==> src/pkg/smrpc_defs.vh <==
// Constants for the system management request packet codec
`ifndef SMRPC_DEFS_VH
`define SMRPC_DEFS_VH
// ----------------------------------------------------------------
// Register word offsets
// ----------------------------------------------------------------
`define SMRPC_OFS_CTRL 4'h0
`define SMRPC_OFS_TXCODE 4'h1
`define SMRPC_OFS_TXADDR 4'h2
`define SMRPC_OFS_STATUS 4'h3
`define SMRPC_OFS_RXINFO 4'h4
`define SMRPC_OFS_DEVNUM 4'h5
// ----------------------------------------------------------------
// Control register fields
// ----------------------------------------------------------------
`define SMRPC_CTRL_SEND 0
`define SMRPC_CTRL_DOWN 1
`define SMRPC_CTRL_EXTEN 2
`define SMRPC_CTRL_HOST 3
`define SMRPC_CTRL_RXEN 4
// ----------------------------------------------------------------
// Status register fields
// ----------------------------------------------------------------
`define SMRPC_ST_BUSY 0
`define SMRPC_ST_REFUSED 1
`define SMRPC_ST_RXSEEN 2
// ----------------------------------------------------------------
// Packet encodings
// ----------------------------------------------------------------
`define SMRPC_CMD_WRSIZED 6'h29
`define SMRPC_CMD_BCAST 6'h3A
`define SMRPC_TOP_SHUTDOWN 8'h04
`define SMRPC_TOP_HALT 8'h05
`define SMRPC_TOP_INTX 8'h0B
`define SMRPC_NIB_LINKMGT 4'h1
`define SMRPC_CTL_BYTES 3'h7
`define SMRPC_DATA_BYTES 2'h3
// ----------------------------------------------------------------
// Reset values
// ----------------------------------------------------------------
`define SMRPC_RST_CTRL 5'h10
`define SMRPC_RST_CODE 12'h000
`define SMRPC_RST_DEVNUM 5'h00
`endif

==> src/hw/smrpc_codec.v <==
// System management request packet encoder and decoder with Avalon-MM registers
// Notes on behaviour
// - Upstream request is posted byte sized write
// - Upstream count zero, one mask doubleword follows
// - Mask doubleword all zero, ignored on receive
// - Chain and data error bits driven zero
// - Upstream command, code and address byte placement
// - Host broadcasts downstream, bit-times 2-3 reserved
// - Management packets recognised by address window
// - Same twelve-bit code for both directions
// - Code bits 11:4 are decoded, bits 3:1 for INTx only
// - Code 0000 0101 xxxx is HALT
// - Code 0000 0100 xxxx is SHUTDOWN
// - Code 0000 1011 xxxx is INTx message
// - Nonzero top nibble needs software enable
// - HALT and SHUTDOWN only sent by host
// - INTx wire select 00..11 is A..D
// - INTx sender puts own device number
`include "smrpc_defs.vh"

module smrpc_codec #(
    parameter [19:0] SM_WIN_BASE = 20'h00000, // Address bits 39:20 of window
    parameter [19:0] SM_WIN_MASK = 20'hFFFF0  // Bits compared against base
) (
    input wire ref_clk_i,            // Core clock
    input wire sys_rst_i,            // Synchronous reset, high
    input wire [3:0] avs_address_i,  // Word address
    input wire avs_read_i,           // Read request
    input wire avs_write_i,          // Write request
    input wire [31:0] avs_writedata_i, // Write data
    input wire [3:0] avs_byteenable_i, // Byte enables
    output reg [31:0] avs_readdata_o,  // Read data
    output reg avs_waitrequest_o,      // Stall
    output reg [7:0] tx_cad_o,         // Outgoing bit-time
    output reg tx_ctl_o,               // Outgoing bit-time is control
    output reg tx_valid_o,             // Outgoing bit-time valid
    input wire tx_ready_i,             // Link takes bit-time
    input wire [7:0] rx_cad_i,         // Incoming bit-time
    input wire rx_ctl_i,               // Incoming bit-time is control
    input wire rx_valid_i,             // Incoming bit-time valid
    output reg rx_halt_o,              // HALT received, pulse
    output reg rx_shutdown_o,          // SHUTDOWN received, pulse
    output reg rx_intx_o,              // INTx received, pulse
    output reg [1:0] rx_intx_wire_o,   // INTx wire, 0..3 = A..D
    output reg rx_intx_assert_o,       // INTx assert level
    output reg [4:0] rx_unit_o,        // Unit of received packet
    output reg rx_linkmgt_o            // Link-management code, pulse
);
    // ----------------------------------------------------------------
    // State encodings
    // ----------------------------------------------------------------
    localparam [1:0] TX_IDLE = 2'b00; // Nothing to send
    localparam [1:0] TX_CTL = 2'b01;  // Control bit-times
    localparam [1:0] TX_DAT = 2'b10;  // Mask doubleword
    localparam [1:0] RX_CTL = 2'b00;  // Gathering control bit-times
    localparam [1:0] RX_DAT = 2'b01;  // Skipping mask doubleword

    // ----------------------------------------------------------------
    // Functions
    // ----------------------------------------------------------------
    // Packet byte for a given bit-time
    function [7:0] pkt_byte;
        input [2:0] idx;
        input down;
        input [11:0] code;
        input [4:0] unit;
        input [19:0] addr;
        begin
            case (idx)
                3'h0: pkt_byte = {2'b00, down ? `SMRPC_CMD_BCAST : `SMRPC_CMD_WRSIZED};
                3'h1: pkt_byte = {3'b000, unit};
                3'h2: pkt_byte = 8'h00;
                3'h3: pkt_byte = 8'h00;
                3'h4: pkt_byte = code[7:0];
                3'h5: pkt_byte = {addr[3:0], code[11:8]};
                3'h6: pkt_byte = addr[11:4];
                default: pkt_byte = addr[19:12];
            endcase
        end
    endfunction

    // Address lies in the management window
    function in_window;
        input [19:0] addr;
        begin
            in_window = ((addr ^ SM_WIN_BASE) & SM_WIN_MASK) == 20'h00000;
        end
    endfunction

    // ----------------------------------------------------------------
    // Registers
    // ----------------------------------------------------------------
    reg [4:0] ctrl_reg;        // Direction, enables, role
    reg [11:0] code_reg;       // Code to send
    reg [4:0] unit_reg;        // Unit to send
    reg [19:0] addr_reg;       // Address bits 39:20 to send
    reg [4:0] devnum_reg;      // Own device number
    reg refused_reg;           // Sticky send refusal
    reg rxseen_reg;            // Sticky packet seen
    reg [11:0] rx_code_reg;    // Last accepted code
    reg rx_down_reg;           // Last was broadcast
    reg [1:0] tx_state_reg;    // Transmit state
    reg [2:0] tx_idx_reg;      // Transmit bit-time index
    reg [11:0] tx_code_reg;    // Latched code
    reg [4:0] tx_unit_reg;     // Latched unit
    reg [19:0] tx_addr_reg;    // Latched address
    reg tx_down_reg;           // Latched direction
    reg [1:0] rx_state_reg;    // Receive state
    reg [2:0] rx_idx_reg;      // Receive index
    reg [5:0] rx_cmd_reg;      // Received command
    reg [4:0] rx_unitc_reg;    // Received unit
    reg [7:0] rx_lo_reg;       // Received code low byte
    reg [11:0] rx_ahi_reg;     // Received code bits 11:8 and address bits 31:24

    // Bus access strobes, taken at the edge waitrequest is low
    wire wr_take = avs_write_i && !avs_waitrequest_o;
    wire send_req = wr_take && (avs_address_i == `SMRPC_OFS_CTRL)
        && avs_byteenable_i[0] && avs_writedata_i[`SMRPC_CTRL_SEND];
    wire busy = (tx_state_reg != TX_IDLE);
    wire [7:0] top8 = code_reg[11:4];
    wire is_hs = (top8 == `SMRPC_TOP_HALT) || (top8 == `SMRPC_TOP_SHUTDOWN);
    wire is_intx_tx = (top8 == `SMRPC_TOP_INTX);
    wire tx_hand = tx_valid_o && tx_ready_i;
    reg [3:0] rx_addr_lo; // Received address bits 23:20
    // Completed control part and its classification, declared early for the sticky bits
    wire rx_done = (rx_state_reg == RX_CTL) && rx_valid_i && rx_ctl_i
        && (rx_idx_reg == `SMRPC_CTL_BYTES);
    wire [19:0] rx_addr_full = {rx_cad_i, rx_ahi_reg[11:4], rx_addr_lo};
    wire [11:0] rx_code = {rx_ahi_reg[3:0], rx_lo_reg};
    wire rx_match = ((rx_cmd_reg == `SMRPC_CMD_WRSIZED) || (rx_cmd_reg == `SMRPC_CMD_BCAST))
        && in_window(rx_addr_full);

    // ----------------------------------------------------------------
    // Send admission
    // ----------------------------------------------------------------
    reg send_ok; // Request may be framed
    always @* begin
        send_ok = 1'b1;
        if ((code_reg[11:8] != 4'h0) && !ctrl_reg[`SMRPC_CTRL_EXTEN]) begin
            send_ok = 1'b0;
        end
        if (is_hs && !(ctrl_reg[`SMRPC_CTRL_HOST] && ctrl_reg[`SMRPC_CTRL_DOWN])) begin
            send_ok = 1'b0;
        end
        if (ctrl_reg[`SMRPC_CTRL_DOWN] && !ctrl_reg[`SMRPC_CTRL_HOST]) begin
            send_ok = 1'b0;
        end
        if (!in_window(addr_reg)) begin
            send_ok = 1'b0;
        end
    end

    // ----------------------------------------------------------------
    // Avalon-MM slave, one wait cycle per access
    // ----------------------------------------------------------------
    // Waitrequest drops for one cycle after a request is seen
    always @(posedge ref_clk_i) begin
        if (sys_rst_i) begin
            avs_waitrequest_o <= 1'b1;
            avs_readdata_o <= 32'h00000000;
        end else if ((avs_read_i || avs_write_i) && avs_waitrequest_o) begin
            avs_waitrequest_o <= 1'b0;
            case (avs_address_i)
                `SMRPC_OFS_CTRL: avs_readdata_o <= {27'h0, ctrl_reg[4:1], 1'b0};
                `SMRPC_OFS_TXCODE: avs_readdata_o <= {11'h0, unit_reg, 4'h0, code_reg};
                `SMRPC_OFS_TXADDR: avs_readdata_o <= {12'h000, addr_reg};
                `SMRPC_OFS_STATUS: avs_readdata_o <= {29'h0, rxseen_reg, refused_reg, busy};
                `SMRPC_OFS_RXINFO: avs_readdata_o <= {7'h0, rx_down_reg, 3'h0,
                    rx_unit_o, 4'h0, rx_code_reg};
                `SMRPC_OFS_DEVNUM: avs_readdata_o <= {27'h0, devnum_reg};
                // Unmapped reads as zero
                default: avs_readdata_o <= 32'h00000000;
            endcase
        end else begin
            avs_waitrequest_o <= 1'b1;
        end
    end

    // Software writable registers; sticky bits set wins over clear
    always @(posedge ref_clk_i) begin
        if (sys_rst_i) begin
            ctrl_reg <= `SMRPC_RST_CTRL;
            code_reg <= `SMRPC_RST_CODE;
            unit_reg <= 5'h00;
            addr_reg <= SM_WIN_BASE;
            devnum_reg <= `SMRPC_RST_DEVNUM;
            refused_reg <= 1'b0;
            rxseen_reg <= 1'b0;
        end else begin
            if (wr_take) begin
                case (avs_address_i)
                    `SMRPC_OFS_CTRL: if (avs_byteenable_i[0]) begin
                        ctrl_reg <= {avs_writedata_i[4:1], 1'b0};
                    end
                    `SMRPC_OFS_TXCODE: begin
                        if (avs_byteenable_i[0]) code_reg[7:0] <= avs_writedata_i[7:0];
                        if (avs_byteenable_i[1]) code_reg[11:8] <= avs_writedata_i[11:8];
                        if (avs_byteenable_i[2]) unit_reg <= avs_writedata_i[20:16];
                    end
                    `SMRPC_OFS_TXADDR: begin
                        if (avs_byteenable_i[0]) addr_reg[7:0] <= avs_writedata_i[7:0];
                        if (avs_byteenable_i[1]) addr_reg[15:8] <= avs_writedata_i[15:8];
                        if (avs_byteenable_i[2]) addr_reg[19:16] <= avs_writedata_i[19:16];
                    end
                    `SMRPC_OFS_STATUS: if (avs_byteenable_i[0]) begin
                        if (avs_writedata_i[`SMRPC_ST_REFUSED]) refused_reg <= 1'b0;
                        if (avs_writedata_i[`SMRPC_ST_RXSEEN]) rxseen_reg <= 1'b0;
                    end
                    `SMRPC_OFS_DEVNUM: if (avs_byteenable_i[0]) begin
                        devnum_reg <= avs_writedata_i[4:0];
                    end
                    // Unmapped writes ignored
                    default: ;
                endcase
            end
            // Refusal when illegal or busy, wins over clear
            if (send_req && (!send_ok || busy)) refused_reg <= 1'b1;
            if (rx_done && rx_match && ctrl_reg[`SMRPC_CTRL_RXEN]) rxseen_reg <= 1'b1;
        end
    end

    // ----------------------------------------------------------------
    // Transmit framer
    // ----------------------------------------------------------------
    // Latched copy lets software reprogram while a packet is in flight
    always @(posedge ref_clk_i) begin
        if (sys_rst_i) begin
            tx_state_reg <= TX_IDLE;
            tx_idx_reg <= 3'h0;
            tx_code_reg <= 12'h000;
            tx_unit_reg <= 5'h00;
            tx_addr_reg <= 20'h00000;
            tx_down_reg <= 1'b0;
            tx_cad_o <= 8'h00;
            tx_ctl_o <= 1'b0;
            tx_valid_o <= 1'b0;
        end else begin
            case (tx_state_reg)
                TX_IDLE: if (send_req && send_ok) begin
                    tx_unit_reg <= is_intx_tx ? devnum_reg : unit_reg;
                    tx_code_reg <= code_reg;
                    tx_addr_reg <= addr_reg;
                    tx_down_reg <= ctrl_reg[`SMRPC_CTRL_DOWN];
                    tx_idx_reg <= 3'h0;
                    tx_cad_o <= pkt_byte(3'h0, ctrl_reg[`SMRPC_CTRL_DOWN], code_reg,
                        unit_reg, addr_reg);
                    tx_ctl_o <= 1'b1;
                    tx_valid_o <= 1'b1;
                    tx_state_reg <= TX_CTL;
                end
                TX_CTL: if (tx_hand) begin
                    if (tx_idx_reg != `SMRPC_CTL_BYTES) begin
                        tx_idx_reg <= tx_idx_reg + 3'h1;
                        tx_cad_o <= pkt_byte(tx_idx_reg + 3'h1, tx_down_reg, tx_code_reg,
                            tx_unit_reg, tx_addr_reg);
                    end else if (!tx_down_reg) begin
                        tx_idx_reg <= 3'h0;
                        tx_cad_o <= 8'h00;
                        tx_ctl_o <= 1'b0;
                        tx_state_reg <= TX_DAT;
                    end else begin
                        tx_valid_o <= 1'b0;
                        tx_ctl_o <= 1'b0;
                        tx_state_reg <= TX_IDLE;
                    end
                end
                TX_DAT: if (tx_hand) begin
                    if (tx_idx_reg[1:0] != `SMRPC_DATA_BYTES) begin
                        tx_idx_reg <= tx_idx_reg + 3'h1;
                    end else begin
                        tx_valid_o <= 1'b0;
                        tx_state_reg <= TX_IDLE;
                    end
                end
                default: tx_state_reg <= TX_IDLE;
            endcase
        end
    end

    // ----------------------------------------------------------------
    // Receive decoder
    // ----------------------------------------------------------------
    // Collect bit-times, then pulse the decoded event
    always @(posedge ref_clk_i) begin
        if (sys_rst_i) begin
            rx_state_reg <= RX_CTL;
            rx_idx_reg <= 3'h0;
            rx_cmd_reg <= 6'h00;
            rx_unitc_reg <= 5'h00;
            rx_lo_reg <= 8'h00;
            rx_ahi_reg <= 12'h000;
            rx_addr_lo <= 4'h0;
            rx_code_reg <= 12'h000;
            rx_down_reg <= 1'b0;
            rx_halt_o <= 1'b0;
            rx_shutdown_o <= 1'b0;
            rx_intx_o <= 1'b0;
            rx_intx_wire_o <= 2'b00;
            rx_intx_assert_o <= 1'b0;
            rx_unit_o <= 5'h00;
            rx_linkmgt_o <= 1'b0;
        end else begin
            rx_halt_o <= 1'b0;
            rx_shutdown_o <= 1'b0;
            rx_intx_o <= 1'b0;
            rx_linkmgt_o <= 1'b0;
            case (rx_state_reg)
                RX_CTL: if (rx_valid_i && rx_ctl_i) begin
                    rx_idx_reg <= rx_idx_reg + 3'h1;
                    case (rx_idx_reg)
                        3'h0: rx_cmd_reg <= rx_cad_i[5:0];
                        3'h1: rx_unitc_reg <= rx_cad_i[4:0];
                        3'h4: rx_lo_reg <= rx_cad_i;
                        3'h5: begin
                            rx_ahi_reg[3:0] <= rx_cad_i[3:0];
                            rx_addr_lo <= rx_cad_i[7:4];
                        end
                        3'h6: rx_ahi_reg[11:4] <= rx_cad_i;
                        default: ;
                    endcase
                    if (rx_done) begin
                        rx_idx_reg <= 3'h0;
                        // Skip mask doubleword of a sized write
                        if (rx_cmd_reg == `SMRPC_CMD_WRSIZED) rx_state_reg <= RX_DAT;
                        if (rx_match && ctrl_reg[`SMRPC_CTRL_RXEN]) begin
                            rx_code_reg <= rx_code;
                            rx_down_reg <= (rx_cmd_reg == `SMRPC_CMD_BCAST);
                            rx_unit_o <= rx_unitc_reg;
                            if (rx_code[11:8] == 4'h0) begin
                                if (rx_code[7:4] == 4'h5) rx_halt_o <= 1'b1;
                                if (rx_code[7:4] == 4'h4) rx_shutdown_o <= 1'b1;
                                if (rx_code[7:4] == 4'hB) begin
                                    rx_intx_o <= 1'b1;
                                    rx_intx_wire_o <= rx_code[3:2];
                                    rx_intx_assert_o <= rx_code[1];
                                end
                            end else if (rx_code[11:8] == `SMRPC_NIB_LINKMGT
                                && ctrl_reg[`SMRPC_CTRL_EXTEN]) begin
                                rx_linkmgt_o <= 1'b1;
                            end
                        end
                    end
                end
                RX_DAT: if (rx_valid_i && !rx_ctl_i) begin
                    rx_idx_reg <= rx_idx_reg + 3'h1;
                    if (rx_idx_reg[1:0] == `SMRPC_DATA_BYTES) begin
                        rx_idx_reg <= 3'h0;
                        rx_state_reg <= RX_CTL;
                    end
                end
                default: rx_state_reg <= RX_CTL;
            endcase
        end
    end
endmodule // smrpc_codec

==> config.mk <==
export PLATFORM = sky130hd
export DESIGN_NAME = smrpc_codec
export DESIGN_NICKNAME = d
export VERILOG_FILES = /design/src/hw/smrpc_codec.v
export VERILOG_INCLUDE_DIRS = /design/src /design/src/pkg
export SDC_FILE = /design/constraint.sdc
export NUM_CORES = 1
export LEC_CHECK = 0
export ABC_AREA = 1
export ABC_CLOCK_PERIOD_IN_PS = 3900
export BUFFER_PORTS_ARGS = -buffer_cell sky130_fd_sc_hd__buf_2
export CAP_MARGIN = 20
export CELL_PAD_IN_SITES_DETAIL_PLACEMENT = 2
export CELL_PAD_IN_SITES_GLOBAL_PLACEMENT = 2
export CORE_ASPECT_RATIO = 1.75
export CORE_MARGIN = 2
export CORE_UTILIZATION = 23
export CTS_CLUSTER_SIZE = 12
export DETAILED_ROUTE_END_ITERATION = 10
export PLACE_DENSITY = 0.56
export SYNTH_ARGS = -nofsm -noshare
export SYNTH_HDL_FRONTEND = slang
export SYNTH_SLANG_ARGS = --single-unit
==> constraint.sdc <==
create_clock -name ref_clk_i -period 3.9 [get_ports ref_clk_i]
set_input_delay 0.78 -clock ref_clk_i [delete_from_list [all_inputs] [get_ports ref_clk_i]]
set_output_delay 0.78 -clock ref_clk_i [all_outputs]
set_load 0.1 [all_outputs]
**After elaboration in Yosys (flattened, before gate mapping)**

Index checks and enable logic that the tools add are counted.
W data, S select, Z words.

- Register bits: 195
- Bits of input ports: 55

- Add/sub/neg operators: 2
- Eq/ne operators: 44
- Mux-type cells: 64
- Bitwise gates (word level): 5
- Reduce and logical (&&, ||, !) cells: 81

Operator list:

| operator | count |
|---|---|
| $pmux W25 S6 | 1 |
| $pmux W8 S6 | 1 |
| $reduce_and A3 Y1 | 14 |
| $logic_not A20 Y1 | 2 |
| $mux W8 | 4 |
| $mux W3 | 10 |
| $mux W1 | 27 |
| $logic_and A1 B1 Y1 | 22 |
| $mux W2 | 11 |
| $ne A2 B2 Y1 const B | 11 |
| $reduce_bool A2 Y1 | 11 |
| $eq A3 B3 Y1 const B | 7 |
| $reduce_and A4 Y1 | 5 |
| $eq A4 B3 Y1 const B | 4 |
| $eq A8 B3 Y1 const B | 2 |
| $pmux W8 S2 | 1 |
| $mux W5 | 3 |
| $eq A6 B6 Y1 const B | 2 |
| $reduce_and A6 Y1 | 2 |
| $reduce_or A6 Y1 | 2 |
| $reduce_and A5 Y1 | 2 |
| $pmux W3 S3 | 1 |
| $eq A4 B1 Y1 const B | 2 |
| $eq A4 B2 Y1 const B | 2 |
| 25 further kinds | 47 |

**Logic depth before layout (Yosys ltp)**

Gate-level depths: netlist of the first run.

- Depth in word-level cells: 11
- Mapped depth: 12

**Worst setup path before layout of the first run**

Ideal clock, no wire load.

- Kind: register to register
- Start: register tx_valid_o
- End: register tx_idx_reg[2]
- Arrival: 2006 ps
- Slack: 1760 ps
- Cell stages (with the launch flop): 8
- Cell sequence: dfxtp_1 nand2_1 inv_1 nor2_1 nor4_1 nand2_1 nand2_1 a21oi_1

- Cells in the longest elaborated chain, start to end: 3
- Elaborated cells on any way between the ends: 4
- Classes of those cells: 2 x eq/ne; 2 x reduce/logical

RTL lines:

| item | RTL line | source |
|---|---|---|
| from (decl) | smrpc_codec.v:36 | `output reg tx_valid_o,` |
| from (signal assigned) | smrpc_codec.v:236 | `tx_valid_o <= 1'b0;` |
| from (signal assigned) | smrpc_codec.v:248 | `tx_valid_o <= 1'b1;` |
| from (signal assigned) | smrpc_codec.v:262 | `tx_valid_o <= 1'b0;` |
| $logic_and A1 B1 Y1 * | smrpc_codec.v:123 | `wire tx_hand = tx_valid_o && tx_ready_i;` |
| $ne A2 B2 Y1 (no source line) | - |  |
| $reduce_and A6 Y1 (no source line) * | - |  |
| to (signal assigned) | smrpc_codec.v:253 | `tx_idx_reg <= tx_idx_reg + 3'h1;` |
| to (signal assigned) | smrpc_codec.v:269 | `tx_idx_reg <= tx_idx_reg + 3'h1;` |
| to (decl) | smrpc_codec.v:103 | `reg [2:0] tx_idx_reg;` |

Mark *: on every way between the ends. The rest lies on a longest branch, timed or not.
A chain may end at the register's enable or synchronous reset.

**Worst setup path after layout of the first run**

- Start: register addr_reg[4]
- End: register tx_addr_reg[1]

- Cells in the longest elaborated chain, start to end: 4

RTL lines:

| item | RTL line | source |
|---|---|---|
| from (decl) | smrpc_codec.v:96 | `reg [19:0] addr_reg;` |
| from (signal assigned) | smrpc_codec.v:201 | `if (avs_byteenable_i[0]) addr_reg[7:0] <= avs_writedata_i[7:0];` |
| $logic_not A20 Y1 | smrpc_codec.v:86 | `in_window = ((addr ^ SM_WIN_BASE) & SM_WIN_MASK) == 20'h00000;` |
| $mux W1 | smrpc_codec.v:148 | `if (!in_window(addr_reg)) begin` |
| $logic_and A1 B1 Y1 | smrpc_codec.v:239 | `TX_IDLE: if (send_req && send_ok) begin` |
| $reduce_and A2 Y1 (no source line) | - |  |
| to (signal assigned) | smrpc_codec.v:242 | `tx_addr_reg <= addr_reg;` |
| to (decl) | smrpc_codec.v:106 | `reg [19:0] tx_addr_reg;` |

No other way between the ends.

==> results of run 1 <==
[tightest hold or removal path, stage by stage (launching register included)]
cell	delay, ns
dfxtp_1	0.30
inv_1	0.06
nor3_1	0.05
[report_power, final]
group          leakage, nW  switching [W]  internal [W]
clock                0.284       0.000809       0.00101
sequential            1.48      0.0000164       0.00190
combinational         2.24       0.000222     0.0000610
[cell type report]
cell class              count  area, um^2
repair buffers             99         538
well taps                 460         576
clock inverters            12         151
flip-flops and latches    184        3680
fillers                  4213       24900
multi-input cells         759        3670
clock buffers              20         437
inverters                 120         454
[per-stage QoR]
step	power, W	std cells
after floorplan	0.00215	1113
after global placement	0.00225	1622
after detailed placement	0.00225	1622
after CTS	0.00409	1654
after global routing	0.00418	1654
final	0.00402	1654
[worst min path at each step]
| stage | start | endpoint | slack [ns] | cells past startpoint |
|---|---|---|---|---|
| 5_1_grt | tx_addr_reg[9] | tx_addr_reg[9] | 0.47 | 2 |
| 6_report | tx_addr_reg[15] | tx_addr_reg[15] | 0.45 | 2 |
| 3_3_place_gp | tx_addr_reg[15] | tx_addr_reg[15] | 0.43 | 2 |
| 3_5_place_dp | tx_addr_reg[15] | tx_addr_reg[15] | 0.44 | 2 |
| 4_1_cts | tx_addr_reg[15] | tx_addr_reg[15] | 0.46 | 2 |
| 2_1_floorplan | tx_addr_reg[9] | tx_addr_reg[9] | 0.42 | 2 |
[synthesized netlist by cell type, types with 5 or more instances]
master    number  share of area [%]
o22ai_1        8               0.62
o211ai_1       5               0.47
a211oi_1       9               0.84
nand2_1      169                7.9
nor3_1        14               0.87
clkbuf_1      26                1.2
and3_1        13                1.0
nor2_1       196                9.2
dfxtp_1      184                 46
buf_4         12                1.1
nand4_1        5               0.39
nand3_1       40                2.5
ha_1          16                2.5
a21oi_1      100                6.2
inv_1        114                5.3
o21ai_1        7               0.44
buf_2         10               0.62
o21ai_0      128                8.0
[kinds of logic after synthesis]
group	share of synthesized area (%)
compound gates	18.5
fa+ha+maj	2.49
buf+inv	8.88
flops	45.9
other cells	0.0467
simple gates	24.2
[layer usage]
| layer | share of wire [%] | wire, um |
|---|---|---|
| met4 | 3.7 | 1130 |
| met2 | 57 | 17300 |
| met3 | 2.4 | 731 |
| met5 | 0.24 | 73 |
| met1 | 37 | 11200 |
==> flow_summary.json, run 1 <==
{
  "yosys_most_used_dff": "dfxtp_1",
  "worstReg2RegStart": "addr_reg[4]",
  "cts_max_path_buffers": 2,
  "min_period_ns": 2.53,
  "grt_use_met3_pct": 3.18,
  "syn_inst": 1104,
  "drc": 0,
  "fp.dieH_um": 251,
  "r2r_cells": 10,
  "ir_drop_uv": 314,
  "largest_reg_flops": 22,
  "slew_headroom_pct": 44.8,
  "busiest_layer": "met2",
  "tns_ns": 0,
  "run_status": "finished, final reports clean",
  "pre_cts_ws_ns": 1.04,
  "setup_viol": 0,
  "gp_congestion": 0.804,
  "syn_avg_cell_area_um2": 7.28,
  "grt_use_met2_pct": 34.5,
  "final_common_cell": "nor2_1",
  "antenna_found_initial": 5,
  "fp.dieArea_um2": 36500,
  "antenna_left": 0,
  "wirelength_um": 30400,
  "grt_max_degree": 64,
  "cts_tree": "done",
  "hpwl_um": 23200,
  "ys_seq_area_share_pct": 45.9,
  "critical_path.top_delay_family": "simple AND/OR/NAND/NOR gates",
  "dpl_cell_area_um2": 8920,
  "grt_pass1_wl_um": 47600,
  "cts_made_buffers": 17,
  "vias": 7526,
  "cp_slowest_cell": "inv_4",
  "clkLatencyLatePin_ns": 0.45,
  "initial_core_util_pct": 23.3,
  "final_util_pct": 27.6,
  "coreArea_um2": 34500,
  "endpoint_kind": "register",
  "clock_skew_ns": 0.00895,
  "cp_max_fo": 35,
  "nNetsFinal": 1252,
  "worstPathRequired_ns": 4.28,
  "clock.fmax_ghz": 0.395,
  "track_usage_pct": 17.1,
  "clkTransAtPathRegs_ns": 0.07,
  "met1_usage_pct": 16.6,
  "worstSetupPathDepth": 10,
  "cap_violations": 0,
  "crit_start": "addr_reg[4]",
  "drv_slew": 0,
  "grt.overflow.total": 0,
  "first_pass_iters": 4,
  "tightest_slew_ns": 0.821,
  "leakagePower_nw": 4.01,
  "hold-worst-slack_ns": 0.450,
  "syn-cell-area_um2": 8030,
  "ys_types": 44,
  "post_cts_buffers": 0,
  "ys_seq_elements": 184,
  "timing.final.ws_setup_ns": 1.37,
  "boundaryPins": 110,
  "synth-edff-count": 0,
  "root_buffer": "clkbuf_16",
  "crit_arrival_ns": 2.91,
  "drive_above_1_share_pct": 13.1,
  "rsz0062_at_grt": "no",
  "wire_per_inst_um": 18.4,
  "antenna_cells": 0,
  "final_area_um2": 9510,
  "ctsHoldBuffers": 0,
  "cp_cell_sequence": "nor2_1, nand2_1, nor2_1, nand2_1, nor2_2, and2_2, nand3_4, inv_4, o21ai_0, nor2_1",
  "min_path_type": "register to register",
  "crit_top_cell": "nor2_1",
  "via_per_inst": 4.55,
  "drtIter0Drc": 202,
  "ctsResizeCount": 0,
  "hold_viol_final": 0,
  "rows": 90,
  "crit_type": "register to register",
  "cts.htree.levels": 4,
  "area_growth_pct": 18.4,
  "die_x_um": 145,
  "rrSetupSlack_ns": 1.37,
  "clock-sinks": 184,
  "power.density_nw_per_um2": 422,
  "final_cell_mix": "nor2_1 (196), dfxtp_1 (184), nand2_1 (169)",
  "critPathMaxStageDelay_ns": 0.43,
  "fin_crit_sh_pct": 64.9,
  "start_kind": "register",
  "endpoint": "tx_addr_reg[1]",
  "path_buf_inv": 1,
  "ys_warn_count": 0,
  "async_flop_share_pct": 0,
  "grt_pass1_vias": 8093,
  "rr_endpoint": "tx_addr_reg[1]",
  "place.port_buffers": 87
}
Power figures use the tool's default switching activity.
==> run 2: changes to the inputs <==
Settings changed: ABC_CLOCK_PERIOD_IN_PS 3900 to 2580.
Clock period 3.9 ns to 2.58 ns, I/O delays scaled along.
==> run 2 against run 1 <==
  * First-iteration DRC count down 5.4%
  * Fmax grew 14%
  * Register-to-register slack worse by 1.0 ns
  * Die area stayed put
==> flow_summary.json, run 2 (synthesis gave the netlist of run 1 again) <==
{
  "run_status": "finished, final reports clean",
  "endpoint_kind": "register",
  "wirelength_um": 31000,
  "nNetsFinal": 1275,
  "hpwl_um": 24300,
  "largest_reg_flops": 22,
  "final_cell_mix": "nor2_1 (196), dfxtp_1 (184), nand2_1 (169)",
  "root_buffer": "clkbuf_16",
  "via_per_inst": 4.53,
  "min_period_ns": 2.22,
  "wire_per_inst_um": 18.5,
  "gp_congestion": 0.781,
  "cts_made_buffers": 17,
  "min_path_type": "input pin to register",
  "critPathMaxStageDelay_ns": 0.37,
  "boundaryPins": 110,
  "seqCellArea_um2": 3680,
  "coreArea_um2": 34500,
  "ctsResizeCount": 0,
  "start_kind": "register",
  "cp_cell_sequence": "ha_1, ha_1, nand2_1, inv_1, nand2_1, o21ai_0, a21oi_1, o2111ai_1, a21oi_1, nor2_1",
  "tns_ns": 0,
  "vias": 7591,
  "drc": 0,
  "leakagePower_nw": 4.11,
  "ir_drop_uv": 484,
  "clkTransAtPathRegs_ns": 0.07,
  "rows": 90,
  "hold-worst-slack_ns": 0.319,
  "initial_core_util_pct": 23.3,
  "antenna_left": 0,
  "crit_type": "register to register",
  "tightest_slew_ns": 0.661,
  "area_growth_pct": 20.8,
  "power.total_w": 0.00605,
  "fp.dieH_um": 251,
  "clkLatencyLatePin_ns": 0.45,
  "final_common_cell": "nor2_1",
  "hold_viol_final": 0,
  "first_pass_iters": 4,
  "clock-sinks": 184,
  "drtIter0Drc": 191,
  "setup_viol": 0,
  "grt_pass1_wl_um": 48200,
  "grt_pass1_vias": 8228,
  "track_usage_pct": 17.4,
  "place.port_buffers": 87,
  "cts_tree": "done",
  "cts.htree.levels": 4,
  "clock_skew_ns": 0.00916,
  "cp_slowest_cell": "dfxtp_1",
  "multiInputGateArea_um2": 3670,
  "crit_arrival_ns": 2.56,
  "power.density_nw_per_um2": 623,
  "ctsHoldBuffers": 0,
  "drv_slew": 0,
  "rsz0062_at_grt": "no",
  "worstPathRequired_ns": 2.92,
  "post_cts_buffers": 0,
  "die_x_um": 145,
  "grt.overflow.total": 0,
  "clock.fmax_ghz": 0.451,
  "grt_max_degree": 49,
  "drive_above_1_share_pct": 14.8,
  "final.fill_count": 4200,
  "cap_violations": 0,
  "cp_max_fo": 6,
  "fin_crit_sh_pct": 86.0,
  "fp.dieArea_um2": 36500,
  "slew_headroom_pct": 55.9,
  "cts_max_path_buffers": 2,
  "antenna_found_initial": 2
}
-- run 2: cell count changes in the layout (fill, tap and decap cells not counted), sizes merged --
cell      before  now
clkinv        10    8
diode          0    1
clkbuf        20   21
inv          117  116
clkinvlp       2    4
bufinv         3    2
buf           99  122
-- run 2: power by group --
group	internal [W]	switching (W)	leakage, nW
Clock	0.00150	0.00120	0.277
Combinational	0.000103	0.000343	2.35
Sequential	0.00287	0.0000245	1.48
-- run 2: critical path, delay by kind of cell (launching register included) --
kind | cells | cell delay, ns
AND/OR/NAND/NOR | 3 | 0.27
flip-flops | 1 | 0.37
buffers and inverters | 1 | 0.15
adder cells (fa/ha/maj) | 2 | 0.58
AO/OA/AOI/OAI | 4 | 0.73
-- run 2: worst paths after layout --
kind	start	to	slack, ns	cells after the start
setup / recovery	tx_idx_reg[0]	tx_cad_o[5]	0.36	10
hold / removal	avs_writedata_i[6]	code_reg[6]	0.32	3
setup reg to reg	tx_idx_reg[0]	tx_cad_o[5]	0.36	10
hold reg to reg	tx_addr_reg[6]	tx_addr_reg[6]	0.46	2
-- run 2: cell type report --
cell class / instances / share of cell area, %
clock buffer: 21 / 4.85
multi-input combinational: 759 / 37.8
antenna: 1 / 0.0258
timing repair buffer: 122 / 7.46
sequential: 184 / 38.0
clock inverter: 10 / 1.25
inverter: 120 / 4.68
tap: 460 / 5.93
-- run 2: routing by layer --
layer  vias up  routed length (um)  global-route usage [%]
met2        80               18100                    36.0
li1       3784                   -                       -
met1      3686               11200                    16.4
met4         4                 952                    7.23
met5         -                  21                       0
met3        37                 730                    2.98
-- run 2: per-stage QoR --
stage	utilization [%]	cell area (um^2)	worst slack, ns	cells
3_5_place_dp	26.4	9110	0.251	1645
5_1_grt	28.1	9700	0.199	1676
6_report	28.2	9700	0.362	1677
4_1_cts	28.1	9700	0.235	1676
2_1_floorplan	-	8070	0.440	1113
3_3_place_gp	26.4	9110	0.272	1645
==> run 3: changes to the inputs <==
Settings changed: ABC_CLOCK_PERIOD_IN_PS 2580 to 2050, SLEW_MARGIN from default to 0.
Clock period 2.58 ns to 2.05 ns, I/O delays scaled along.
==> run 3 against run 2 <==
  * Fmax up 16%
  * Sequential power is 26% higher
  * Non-clock buffer count up 33
  * Count of clock-buffer cells in the layout down 1
  * Highest routed layer unchanged
  * Critical path depth is 1 higher
  * Global-route usage rose by 0.21 points
  * Die area did not move
  * Critical endpoint is now tx_cad_o[3]
==> flow_summary.json, run 3 (synthesis gave the netlist of run 1 again) <==
{
  "run_status": "finished, final reports clean",
  "vias": 7721,
  "grt_pass1_vias": 8442,
  "cp_max_fo": 14,
  "wire_per_inst_um": 18.3,
  "start_kind": "register",
  "clock_skew_ns": 0.0109,
  "drive_above_1_share_pct": 18.5,
  "final_area_um2": 10100,
  "nNetsFinal": 1308,
  "cp_cell_sequence": "buf_4, ha_1, buf_4, nor2_1, nand3_1, buf_12, o21ai_0, o21ai_1, nand3_1, nand2_1, nor2_1",
  "track_usage_pct": 17.6,
  "timing.final.ws_setup_ns": 0.137,
  "tns_ns": 0,
  "cts_max_path_buffers": 2,
  "place.port_buffers": 87,
  "cts_tree": "done",
  "setup_viol": 0,
  "wirelength_um": 31400,
  "slew_headroom_pct": 59.5,
  "worstPathRequired_ns": 2.45,
  "clock-sinks": 184,
  "cp_slowest_cell": "dfxtp_2",
  "antenna_left": 0,
  "final.fill_count": 4124,
  "hold-worst-slack_ns": 0.203,
  "cts_made_buffers": 17,
  "rows": 90,
  "clkLatencyLatePin_ns": 0.46,
  "grt_max_degree": 81,
  "leakagePower_nw": 4.29,
  "die_x_um": 145,
  "first_pass_iters": 4,
  "fin_crit_sh_pct": 93.3,
  "cts.htree.levels": 4,
  "min_path_type": "input pin to register",
  "pre_cts_ws_ns": -0.0944,
  "crit_arrival_ns": 2.31,
  "coreArea_um2": 34500,
  "fp.dieArea_um2": 36500,
  "drc": 0,
  "clkTransAtPathRegs_ns": 0.07,
  "endpoint_kind": "register",
  "via_per_inst": 4.52,
  "area_growth_pct": 25.2,
  "drtIter0Drc": 211,
  "largest_reg_flops": 22,
  "grt_pass1_wl_um": 48600,
  "boundaryPins": 110,
  "hold_viol_final": 0,
  "final_common_cell": "nor2_1",
  "initial_core_util_pct": 23.3,
  "crit_type": "register to register",
  "final_cell_mix": "nor2_1 (194), dfxtp_1 (180), nand2_1 (169)",
  "cap_violations": 0,
  "root_buffer": "clkbuf_16",
  "tightest_slew_ns": 0.608,
  "critPathMaxStageDelay_ns": 0.34,
  "antenna_found_initial": 4,
  "clock.fmax_ghz": 0.523,
  "gp_congestion": 0.779,
  "dpl_cell_area_um2": 9370,
  "min_period_ns": 1.91,
  "ir_drop_uv": 646,
  "fp.dieH_um": 251,
  "power.density_nw_per_um2": 755,
  "grt.overflow.total": 0,
  "drv_slew": 0,
  "hpwl_um": 24600
}
[run 3: cell types whose count changed in the layout (fill, tap and decap cells not counted), moves of 4 or more]
cell and change:
dfxtp_1 -4, dfxtp_2 +4, buf_4 +30, nand3_1 -4, nand3_2 +4
[run 3: report_power, final]
group          total [W]  internal (W)  leakage (nW)  switching [W]
Clock            0.00338       0.00185         0.267        0.00153
Sequential       0.00364       0.00361          1.49      0.0000265
Combinational   0.000574      0.000140          2.53       0.000434
[run 3: worst max-delay path: cells and delay by family, from the launching register on]
| kind | cells | cell delay (ns) |
|---|---|---|
| AND/OR/NAND/NOR | 5 | 0.49 |
| AO/OA/AOI/OAI | 2 | 0.34 |
| adder cells (fa/ha/maj) | 1 | 0.22 |
| flip-flops | 1 | 0.34 |
| buffers and inverters | 3 | 0.48 |
[run 3: metal layers]
layer	global-route usage [%]	vias up	part of all wire (%)
met5	0	-	0.15
met4	8.88	8	3.9
met3	2.70	53	2.2
met1	16.4	3728	35
met2	36.1	90	59
li1	-	3842	-
[run 3: cell type report]
cell class                 instances  area (um^2)  area share, %
sequential                       184         3690           36.7
multi-input combinational        759         3760           37.3
timing repair buffer             155         1000           9.94
tap                              460          576           5.72
clock buffer                      20          457           4.54
antenna                            1         2.50         0.0249
clock inverter                    11          124           1.23
inverter                         120          457           4.54
[run 3: metrics by stage]
step	utilization, %	power [W]	instances
after floorplan	-	0.00408	1113
after global placement	27.2	0.00430	1677
after detailed placement	27.2	0.00431	1677
after CTS	28.9	0.00773	1708
after global routing	29.2	0.00790	1709
final	29.2	0.00759	1710
[run 3: worst paths after layout]
kind                       from         endpoint  slack, ns  cells after the start
max               tx_idx_reg[0]      tx_cad_o[3]       0.14                     11
min reg2reg     tx_addr_reg[15]  tx_addr_reg[15]       0.45                      2
min          avs_writedata_i[6]      code_reg[6]       0.20                      3
max reg2reg       tx_idx_reg[0]      tx_cad_o[3]       0.14                     11
[run 3: what timing repair did]
action | 4_1_cts | 5_1_grt
gates resized for setup | 3 | 21
setup buffers | 0 | 1
setup endpoints to repair | 6 | 21
pin swaps | 1 | 5
hold buffers | 0 | 0
hold endpoints to repair | 0 | 0
